==> src/ebarb_pkg.sv <==
// Shared constants for the external bus arbiter: states, timing figures.
// Assumes one 200 MHz reference clock; bus clock edges arrive as enables.
package ebarb_pkg;

  ////////////////////////////////////////////////////////////////////////////
  // Clock and half-cycle timing
  localparam int unsigned REF_CLK_MHZ       = 200;
  localparam int unsigned REF_PER_HALF_BUS  = 1;   // Reference cycles per bus half-cycle
  // Least strobe-negated time before high impedance, in tenths of a bus cycle
  localparam int unsigned STROBE_NEG_TENTHS = 15;
  // Same figure in bus half-cycles, rounded up
  localparam int unsigned STROBE_NEG_HALF   = (STROBE_NEG_TENTHS * 2 + 9) / 10;
  // Half-cycles from grant assertion to strobes going high impedance
  localparam int unsigned GRANT_TO_HIZ_HALF = 2;
  // Idle half-cycles needed before the grant edge
  localparam logic [1:0]  NEG_BEFORE_GRANT  = 2'(STROBE_NEG_HALF - GRANT_TO_HIZ_HALF);
  localparam logic [1:0]  NEG_CNT_MAX       = 2'h3;

  ////////////////////////////////////////////////////////////////////////////
  // Reset values of pin-level outputs (active-low pins idle high)
  localparam logic PIN_NEGATED = 1'b1;
  localparam logic PIN_ASSERTED = 1'b0;

  ////////////////////////////////////////////////////////////////////////////
  // Arbiter states, one-hot
  typedef enum logic [12:0] {
    ST_BOOT     = 13'h0001,
    ST_M_OWN    = 13'h0002,
    ST_M_PRECHG = 13'h0004,
    ST_M_GRANT  = 13'h0008,
    ST_M_AD_OFF = 13'h0010,
    ST_M_REL    = 13'h0020,
    ST_M_RETAKE = 13'h0040,
    ST_S_IDLE   = 13'h0080,
    ST_S_REQ    = 13'h0100,
    ST_S_NEG    = 13'h0200,
    ST_S_OWN    = 13'h0400,
    ST_S_DROP   = 13'h0800,
    ST_S_AD_OFF = 13'h1000
  } ebarb_state_t;

endpackage

==> src/ebarb_phase.sv <==
// Bus clock phase generator: one-cycle rise and fall enables.
// Assumes the bus clock is derived from ref_clk and both edges are used.
`timescale 1ns/1ps

module ebarb_phase
  import ebarb_pkg::*;
#(
  parameter int unsigned DIV = REF_PER_HALF_BUS
) (
  // Clock and reset
  input  wire logic ref_clk,
  input  wire logic sys_rst,
  // Edge enables
  output logic      rise_en,
  output logic      fall_en
);

  // Divider must fit the 8-bit counter; refused at elaboration
  if (DIV < 1 || DIV > 255) begin : g_div_check
    $error("ebarb_phase: DIV out of range");
  end

  logic [7:0] cnt_reg;
  logic [7:0] cnt_next;
  logic       half_reg;
  logic       half_next;
  logic       rise_next;
  logic       fall_next;

  ////////////////////////////////////////////////////////////////////////////
  // Count reference cycles, flip bus phase at each half period
  always_comb begin
    cnt_next  = cnt_reg + 8'h01;
    half_next = half_reg;
    rise_next = 1'b0;
    fall_next = 1'b0;
    if (cnt_reg == 8'(DIV - 1)) begin
      cnt_next  = 8'h00;
      half_next = ~half_reg;
      rise_next = ~half_reg;  // Low half ends: rising edge
      fall_next = half_reg;
    end
  end

  // Registers only
  always_ff @(posedge ref_clk) begin
    if (sys_rst) begin
      cnt_reg  <= 8'h00;
      half_reg <= 1'b0;
      rise_en  <= 1'b0;
      fall_en  <= 1'b0;
    end else begin
      cnt_reg  <= cnt_next;
      half_reg <= half_next;
      rise_en  <= rise_next;
      fall_en  <= fall_next;
    end
  end

endmodule

==> src/ebarb_top.sv <==
// External bus arbiter: master, slave and partial-share master modes.
// Assumes the bus controller reports cycle/precharge state synchronously.
`timescale 1ns/1ps

// Behaviour
// - Master keeps the bus unless a release request is presented.
// - On release request, finish current cycle, release, assert grant low.
// - Release request going high returns bus; grant negated, bus reused.
// - Released bus: all bus pins high-Z except clock enable, grant, DMA acks.
// - Wait for precharge, and precharge open SDRAM banks, before releasing.
// - Grant at fall, address/data off at rise, strobes off at next fall.
// - Strobes stay negated at least 1.5 cycles before going high-Z.
// - Bus request inputs are sampled at falling edges.
// - Request negation seen at fall: drop grant, drive negated strobes now.
// - Bus cycle may start no earlier than the rise driving address/data.
// - Refresh while released, nothing waiting: negate grant, refresh on return.
// - Access already waiting at refresh: keep grant, do access then refresh.
// - Slave mode leaves the bus released and arbitrates before any access.
// - Slave releases bus in reset; first arbitration is the vector fetch.
// - Slave asserts its bus request at a falling edge.
// - Acknowledge low at fall: drive negated strobes, start cycle at rise.
// - Slave drops request, then address/data off, then strobes off.
// - Slave holds the bus until memory precharge finishes.
// - Slave mode ignores refresh requests.
// - Partial-share master arbitrates only chip-select space 2.
// - Priority: refresh, external requests, DMA, CPU.
// - No release inside a cache-fill burst or 16-byte DMA block.
module ebarb_top
  import ebarb_pkg::*;
(
  // Clock and reset
  input  wire logic ref_clk,
  input  wire logic sys_rst,
  // Mode selection
  input  wire logic mode_master_pin,
  input  wire logic partial_share_enable,
  // Arbitration link
  input  wire logic bus_release_request_n,
  input  wire logic bus_acknowledge_in_n,
  output logic      bus_grant_out_n,
  output logic      bus_request_out_n,
  // Internal requesters
  input  wire logic refresh_req,
  input  wire logic dma_req,
  input  wire logic cpu_req,
  input  wire logic req_cs2,
  output logic      grant_refresh,
  output logic      grant_dma,
  output logic      grant_cpu,
  output logic      vector_fetch_cycle,
  // Bus controller status
  input  wire logic cycle_busy,
  input  wire logic burst_lock,
  input  wire logic precharge_busy,
  input  wire logic sdram_banks_active,
  output logic      precharge_all_cmd,
  // Pin drive control
  output logic      addr_data_oe,
  output logic      ctrl_oe,
  output logic      ctrl_force_negate,
  // Always-driven pins
  input  wire logic sdram_cke_in,
  input  wire logic dma_ack_zero_in,
  input  wire logic dma_ack_one_in,
  output logic      sdram_clock_enable,
  output logic      dma_transfer_ack_zero,
  output logic      dma_transfer_ack_one
);

  logic rise_en;
  logic fall_en;

  ebarb_phase #(.DIV(REF_PER_HALF_BUS)) i_ebarb_phase (
    .ref_clk (ref_clk),
    .sys_rst (sys_rst),
    .rise_en (rise_en),
    .fall_en (fall_en)
  );

  ////////////////////////////////////////////////////////////////////////////
  // State
  ebarb_state_t state_reg,  state_next;
  logic         master_reg, master_next;
  logic         pshare_reg, pshare_next;
  logic         rel_seen_reg, rel_seen_next;
  logic         refr_seen_reg, refr_seen_next;
  logic         defer_reg,  defer_next;
  logic         vec_reg,    vec_next;
  logic [1:0]   neg_cnt_reg, neg_cnt_next;
  logic         grant_n_next, req_n_next;
  logic         g_ref_next, g_dma_next, g_cpu_next, pre_next;
  logic         ad_raw_next, ctrl_raw_next, neg_next;
  logic         ad_raw_reg, ctrl_raw_reg;

  // Refresh exists only for a master, never in slave mode
  logic refresh_eff;
  logic access_pend;
  logic idle_now;
  logic can_start;
  logic shared_path;

  assign refresh_eff = refresh_req & master_reg;
  assign access_pend = dma_req | cpu_req;
  // Not mid-cycle, not in a locked burst, no grant just issued
  assign idle_now    = ~cycle_busy & ~burst_lock & ~grant_refresh
                       & ~grant_dma & ~grant_cpu;
  assign can_start   = rise_en & idle_now;
  assign shared_path = pshare_reg & req_cs2;

  ////////////////////////////////////////////////////////////////////////////
  // Next-state logic for arbitration and pin drive
  always_comb begin
    state_next     = state_reg;
    master_next    = sys_rst ? mode_master_pin : master_reg;
    pshare_next    = pshare_reg | (partial_share_enable & master_reg);
    rel_seen_next  = rel_seen_reg;
    refr_seen_next = refr_seen_reg;
    defer_next     = defer_reg;
    vec_next       = vec_reg;
    grant_n_next   = bus_grant_out_n;
    req_n_next     = bus_request_out_n;
    g_ref_next     = 1'b0;
    g_dma_next     = 1'b0;
    g_cpu_next     = 1'b0;
    pre_next       = 1'b0;
    ad_raw_next    = ad_raw_reg;
    ctrl_raw_next  = ctrl_raw_reg;
    neg_next       = ctrl_force_negate;
    // Count half-cycles with strobes negated, saturating
    neg_cnt_next   = neg_cnt_reg;
    if (cycle_busy) begin
      neg_cnt_next = 2'h0;
    end else if ((rise_en | fall_en) && neg_cnt_reg != NEG_CNT_MAX) begin
      neg_cnt_next = neg_cnt_reg + 2'h1;
    end
    // Release request is only looked at on falling edges
    if (fall_en) begin
      rel_seen_next = ~bus_release_request_n & master_reg & ~pshare_reg;
    end

    case (state_reg)
      ST_BOOT: begin
        state_next = master_reg ? ST_M_OWN : ST_S_IDLE;
        ad_raw_next   = master_reg;
        ctrl_raw_next = master_reg;
      end
      ST_M_OWN, ST_M_RETAKE: begin
        if (state_reg == ST_M_RETAKE && rise_en) begin
          state_next  = ST_M_OWN;
          ad_raw_next = 1'b1;
          neg_next    = 1'b0;
        end
        // Cycle start never precedes address/data drive
        if (can_start) begin
          if (refresh_eff && !(defer_reg && access_pend)) begin
            g_ref_next     = 1'b1;
            refr_seen_next = 1'b0;
            defer_next     = 1'b0;
          end else if (rel_seen_reg) begin
            // External request outranks DMA and CPU
          end else if (access_pend && shared_path) begin
            // Space 2 in partial share goes through the slave handshake
            if (state_reg == ST_M_OWN) begin
              state_next = ST_S_IDLE;
            end
          end else if (dma_req) begin
            g_dma_next = 1'b1;
          end else if (cpu_req) begin
            g_cpu_next = 1'b1;
          end
        end
        // Release only at a fall, between cycles, after precharge
        if (state_reg == ST_M_OWN && fall_en && !bus_release_request_n && master_reg
            && !pshare_reg && !refresh_eff && idle_now) begin
          state_next = ST_M_PRECHG;
          pre_next   = sdram_banks_active;
        end
      end
      ST_M_PRECHG: begin
        if (fall_en && bus_release_request_n) begin
          state_next = ST_M_OWN;
        end else if (fall_en && !precharge_busy && !sdram_banks_active && idle_now
                     && neg_cnt_reg >= NEG_BEFORE_GRANT) begin
          state_next   = ST_M_GRANT;
          grant_n_next = PIN_ASSERTED;
          neg_next     = 1'b1;
        end
      end
      ST_M_GRANT: begin
        if (rise_en) begin
          state_next  = ST_M_AD_OFF;
          ad_raw_next = 1'b0;
        end
      end
      ST_M_AD_OFF: begin
        if (fall_en) begin
          state_next    = ST_M_REL;
          ctrl_raw_next = 1'b0;
        end
      end
      ST_M_REL: begin
        if (fall_en) begin
          if (bus_release_request_n) begin
            state_next     = ST_M_RETAKE;
            grant_n_next   = PIN_NEGATED;
            ctrl_raw_next  = 1'b1;
            neg_next       = 1'b1;
          end else if (refresh_eff && !refr_seen_reg) begin
            refr_seen_next = 1'b1;
            defer_next     = access_pend;
            if (!access_pend) begin
              grant_n_next = PIN_NEGATED;
            end
          end
        end
      end
      ST_S_IDLE: begin
        if (fall_en && (access_pend || vec_reg)) begin
          state_next = ST_S_REQ;
          req_n_next = PIN_ASSERTED;
        end
      end
      ST_S_REQ: begin
        if (fall_en && !bus_acknowledge_in_n) begin
          state_next    = ST_S_NEG;
          ctrl_raw_next = 1'b1;
          neg_next      = 1'b1;
        end
      end
      ST_S_NEG: begin
        if (rise_en) begin
          state_next  = ST_S_OWN;
          ad_raw_next = 1'b1;
          neg_next    = 1'b0;
          if (vec_reg && !master_reg) begin
            g_cpu_next = 1'b1;
            vec_next   = 1'b0;
          end else if (dma_req) begin
            g_dma_next = 1'b1;
          end else begin
            g_cpu_next = 1'b1;
          end
        end
      end
      ST_S_OWN: begin
        // Hold until the cycle ends and memory precharge is done
        if (fall_en && idle_now && !precharge_busy) begin
          state_next = ST_S_DROP;
          req_n_next = PIN_NEGATED;
          neg_next   = 1'b1;
        end
      end
      ST_S_DROP: begin
        if (fall_en) begin
          state_next  = ST_S_AD_OFF;
          ad_raw_next = 1'b0;
        end
      end
      ST_S_AD_OFF: begin
        if (fall_en) begin
          state_next    = pshare_reg ? ST_M_OWN : ST_S_IDLE;
          ctrl_raw_next = 1'b0;
          neg_next      = pshare_reg ? 1'b0 : 1'b1;
        end
      end
      default: begin
        state_next = ST_BOOT;
      end
    endcase
  end

  ////////////////////////////////////////////////////////////////////////////
  // Registers; reset releases the bus and queues the vector fetch
  always_ff @(posedge ref_clk) begin
    master_reg <= master_next;
    if (sys_rst) begin
      state_reg             <= ST_BOOT;
      pshare_reg            <= 1'b0;
      rel_seen_reg          <= 1'b0;
      refr_seen_reg         <= 1'b0;
      defer_reg             <= 1'b0;
      vec_reg               <= 1'b1;
      neg_cnt_reg           <= 2'h0;
      bus_grant_out_n       <= PIN_NEGATED;
      bus_request_out_n     <= PIN_NEGATED;
      grant_refresh         <= 1'b0;
      grant_dma             <= 1'b0;
      grant_cpu             <= 1'b0;
      precharge_all_cmd     <= 1'b0;
      ad_raw_reg            <= 1'b0;
      ctrl_raw_reg          <= 1'b0;
      addr_data_oe          <= 1'b0;
      ctrl_oe               <= 1'b0;
      ctrl_force_negate     <= 1'b1;
      vector_fetch_cycle    <= 1'b0;
      sdram_clock_enable    <= 1'b0;
      dma_transfer_ack_zero <= 1'b0;
      dma_transfer_ack_one  <= 1'b0;
    end else begin
      state_reg             <= state_next;
      pshare_reg            <= pshare_next;
      rel_seen_reg          <= rel_seen_next;
      refr_seen_reg         <= refr_seen_next;
      defer_reg             <= defer_next;
      vec_reg               <= vec_next;
      neg_cnt_reg           <= neg_cnt_next;
      bus_grant_out_n       <= grant_n_next;
      bus_request_out_n     <= req_n_next;
      grant_refresh         <= g_ref_next;
      grant_dma             <= g_dma_next;
      grant_cpu             <= g_cpu_next;
      precharge_all_cmd     <= pre_next;
      ad_raw_reg            <= ad_raw_next;
      ctrl_raw_reg          <= ctrl_raw_next;
      // Partial share keeps the pins driven; an outside buffer isolates them
      addr_data_oe          <= ad_raw_next | pshare_next;
      ctrl_oe               <= ctrl_raw_next | pshare_next;
      ctrl_force_negate     <= neg_next;
      vector_fetch_cycle    <= vec_reg & ~master_reg;
      // These stay driven even with the bus released
      sdram_clock_enable    <= sdram_cke_in;
      dma_transfer_ack_zero <= dma_ack_zero_in;
      dma_transfer_ack_one  <= dma_ack_one_in;
    end
  end
endmodule

==> config.mk <==
export PLATFORM = sky130hd
export DESIGN_NAME = ebarb_top
export DESIGN_NICKNAME = d
export VERILOG_FILES = /design/src/ebarb_pkg.sv /design/src/ebarb_phase.sv /design/src/ebarb_top.sv
export SDC_FILE = /design/constraint.sdc
export NUM_CORES = 1
export LEC_CHECK = 0
export ABC_AREA = 0
export BUFFER_PORTS_ARGS = -buffer_cell sky130_fd_sc_hd__buf_2
export CAP_MARGIN = 20
export CORE_ASPECT_RATIO = 1.25
export CORE_UTILIZATION = 50
export DETAILED_ROUTE_END_ITERATION = 10
export HOLD_SLACK_MARGIN = 0.03
export PLACE_DENSITY = 0.76
export SYNTH_ARGS = -nofsm -noshare
export SYNTH_HDL_FRONTEND = slang
export SYNTH_SLANG_ARGS = --single-unit
==> constraint.sdc <==
create_clock -name ref_clk -period 7.8 [get_ports ref_clk]
set_clock_uncertainty 0.1 [all_clocks]
set_input_delay 0.78 -clock ref_clk [delete_from_list [all_inputs] [get_ports ref_clk]]
set_output_delay 0.78 -clock ref_clk [all_outputs]
set_load 0.005 [all_outputs]
==> run summary <==
CP endpoint kind -> register
Cell Pwr Density -> 213 mW/mm^2
antenna viol nets, final -> 0
Clock power frac -> 30.5%
syn_nets -> 335
die height -> 82.5 um
post-layout util -> 58.9%
Leak Pwr -> 1.09 nW
P_sw -> 0.198 mW
clk buf depth -> 2
Initial DRC Count -> 154
commonest cells after routing, fill and taps aside -> dfxtp_1 (46), nor2_1 (32), buf_2 (29)
status -> complete, no violations
Non-Filler Instances -> 396
Max Slew Vio Count -> 0
Required @ worst endpoint -> 7.90 ns
ratio of cells with drive above 1 in the final layout -> 18.2%
Root Buffer -> clkbuf_8
met1 GRT Util -> 31.9%
DIE AREA -> 0.00548 mm^2
Worst path slowest cell -> or4b_2
met3 Resource Use GR -> 4.67%
Initial Utilization -> 53.2%
total power -> 0.610 mW
unrepaired setup endpoints after global routing -> false
max incr delay on CP -> 0.74 ns
Power Internal -> 0.411 mW
Post-CTS Resized -> 0
Die W -> 66.4 um
PortBufs -> 29
max reg flops -> 13
CP Data Arrival Time -> 3.07 ns
Cells after Synth -> 314
HPWL Detailed -> 5.38 mm
postcts setup bufs -> 0
TNS Setup -> 0 ns
placed insts -> 388
routability cong. -> 1.04
Peak VDD IR -> 0.165 mV
Core Box Area -> 0.00487 mm^2
post-detailed-routing wire length -> 7.13 mm
met2 Use GR -> 49.2%
type of origin of the critical path -> register
Hold WC Path Type -> register to register
layout net count -> 356
Distinct cells, synth -> 61
critical path type -> register to register
Period minus WS final -> 2.97 ns
Ant. Diodes -> 0
area grow syn2layout -> 10.6%
critical-path cell list -> inv_1 > or4b_2 > or4_1 > and4_4 > o31ai_2 > o41ai_1
syn_area_per_cell -> 8.26 um^2
number of global-route vias before repair -> 2294
Overflow after GRT -> 0
Netlist Area Pre-Place -> 0.00259 mm^2
# IOs -> 30
Seq/Total Area, Yosys -> 36.7%
Logic pwr share -> 23.7%
Reg power frac -> 45.9%
antenna violations before repair -> 0
via/cell ratio -> 6.29
max cap viols -> 0
largest net degree at the start of global routing -> 26
EDFF count, synth -> 1
hold_buf cts -> 0
WL/cell -> 18.0 um
Clk pin slew, worst setup/hold paths -> 0.09 ns
worst path bufs/invs -> 1
Clock Latency Late Sink -> 0.31 ns
critical path's top delay family -> simple AND/OR/NAND/NOR gates
maximum clock rate -> 336 MHz
#FFs+latches synth -> 47
row cnt -> 28
Main synth FF type -> dfxtp_1
via count -> 2489
first-pass GRT wire length -> 11.1 mm
H-tree depth -> 2
Syn. warnings -> 0
final setup violation count -> 0
number of remaining DRC errors -> 0
Slew HR -> 46.3%
Sink Count -> 47
first drt pass iteration count -> 5
GRT Util Overall -> 27.8%
most common cell after layout, fill and taps aside -> dfxtp_1
crit share post-route -> 38.1%
sw frac -> 32.5%
CTS tree -> done
fraction of registers with async set/reset -> 0%
global route hottest layer -> met2
Final Hold Viols -> 0
crit-path max FO -> 13
Worst-Margin Slew -> 0.798 ns
CTS Buf Count -> 5
worst reg2reg max path, stage by stage, from the launching register on:
cell	delay, ns
dfxtp_1	0.71
inv_1	0.30
or4b_2	0.74
or4_1	0.51
and4_4	0.24
o31ai_2	0.17
o41ai_1	0.10
path summary, 6_finish.rpt:
kind,start,endpoint,slack [ns],depth (start not counted)
worst max-delay path,i_ebarb_phase.fall_en$_SDFF_PP0_,state_reg[4]$_SDFFE_PP0P_,4.83,6
worst max register to register,i_ebarb_phase.fall_en$_SDFF_PP0_,state_reg[4]$_SDFFE_PP0P_,4.83,6
worst min-delay path,rel_seen_reg$_SDFFE_PP0P_,rel_seen_reg$_SDFFE_PP0P_,0.37,2
worst min register to register,rel_seen_reg$_SDFFE_PP0P_,rel_seen_reg$_SDFFE_PP0P_,0.37,2
through the flow:
step / setup WS, ns / cell area, um^2 / hold slack, ns
floorplan: 5.14 / 2590 / 0.336
finish: 4.83 / 2870 / 0.372
detailed placement: 4.78 / 2750 / 0.354
global route: 4.59 / 2870 / 0.380
CTS: 4.90 / 2870 / 0.368
global placement: 4.85 / 2750 / 0.354
layer usage:
| metal | share of wire (%) | up-vias |
|---|---|---|
| li1 | - | 1204 |
| met5 | 0 | - |
| met3 | 5.5 | 28 |
| met1 | 40 | 1153 |
| met2 | 50 | 104 |
| met4 | 4.1 | 0 |
power by group through the flow:
stage               clock network, mW  registers (mW)  logic (mW)
finish                          0.186           0.280       0.144
global route                    0.198           0.283       0.157
CTS                             0.188           0.279       0.141
detailed placement                  0           0.285       0.140
global placement                    0           0.284       0.140
floorplan                           0           0.270       0.115
Yosys cell counts, drive strengths merged (2+ instances only):
master	number	share of area, %
inv	13	1.9
nor4bb	2	0.77
and2	2	0.48
dfxtp	46	36
o31ai	2	0.97
nor4b	8	2.7
or3	6	1.4
o21a	6	1.7
or4b	6	2.3
nand3	22	4.2
nand4b	2	0.68
a22oi	2	0.58
nand3b	2	0.58
and4	3	1.1
a31o	2	0.68
o21ai	9	1.7
ha	4	1.9
nor2	32	4.6
buf	3	0.82
clkbuf	13	1.9
a211oi	4	1.2
mux2i	2	0.77
a21oi	13	2.5
and3	7	1.7
nor2b	5	1.2
o22ai	3	0.72
or2	6	1.4
nand2	17	2.5
nor4	6	1.7
xor2	6	2.0
xnor2	5	1.7
nor3	18	3.9
nand4	10	2.4
nand2b	3	0.72
or4	5	2.0
a21boi	2	0.58
logic make-up after synthesis:
kind of cell / synth area share (%)
muxes: 0.772
DFF: 36.7
adders and majority gates: 1.93
buffers and inverters: 4.73
xor gates and xnor gates: 3.72
AOI/OAI and AO/OA: 15.0
and+or+nand+nor: 37.2
area by class of cell:
class                      instances  area (um^2)
clock buffer                       5         68.8
clock inverter                     3         47.5
fill                             453         2000
inverter                          14         52.6
multi-input combinational        237         1520
sequential                        47          951
tap                               60         75.1
timing repair buffer              30          153
Power figures use the tool's default switching activity.
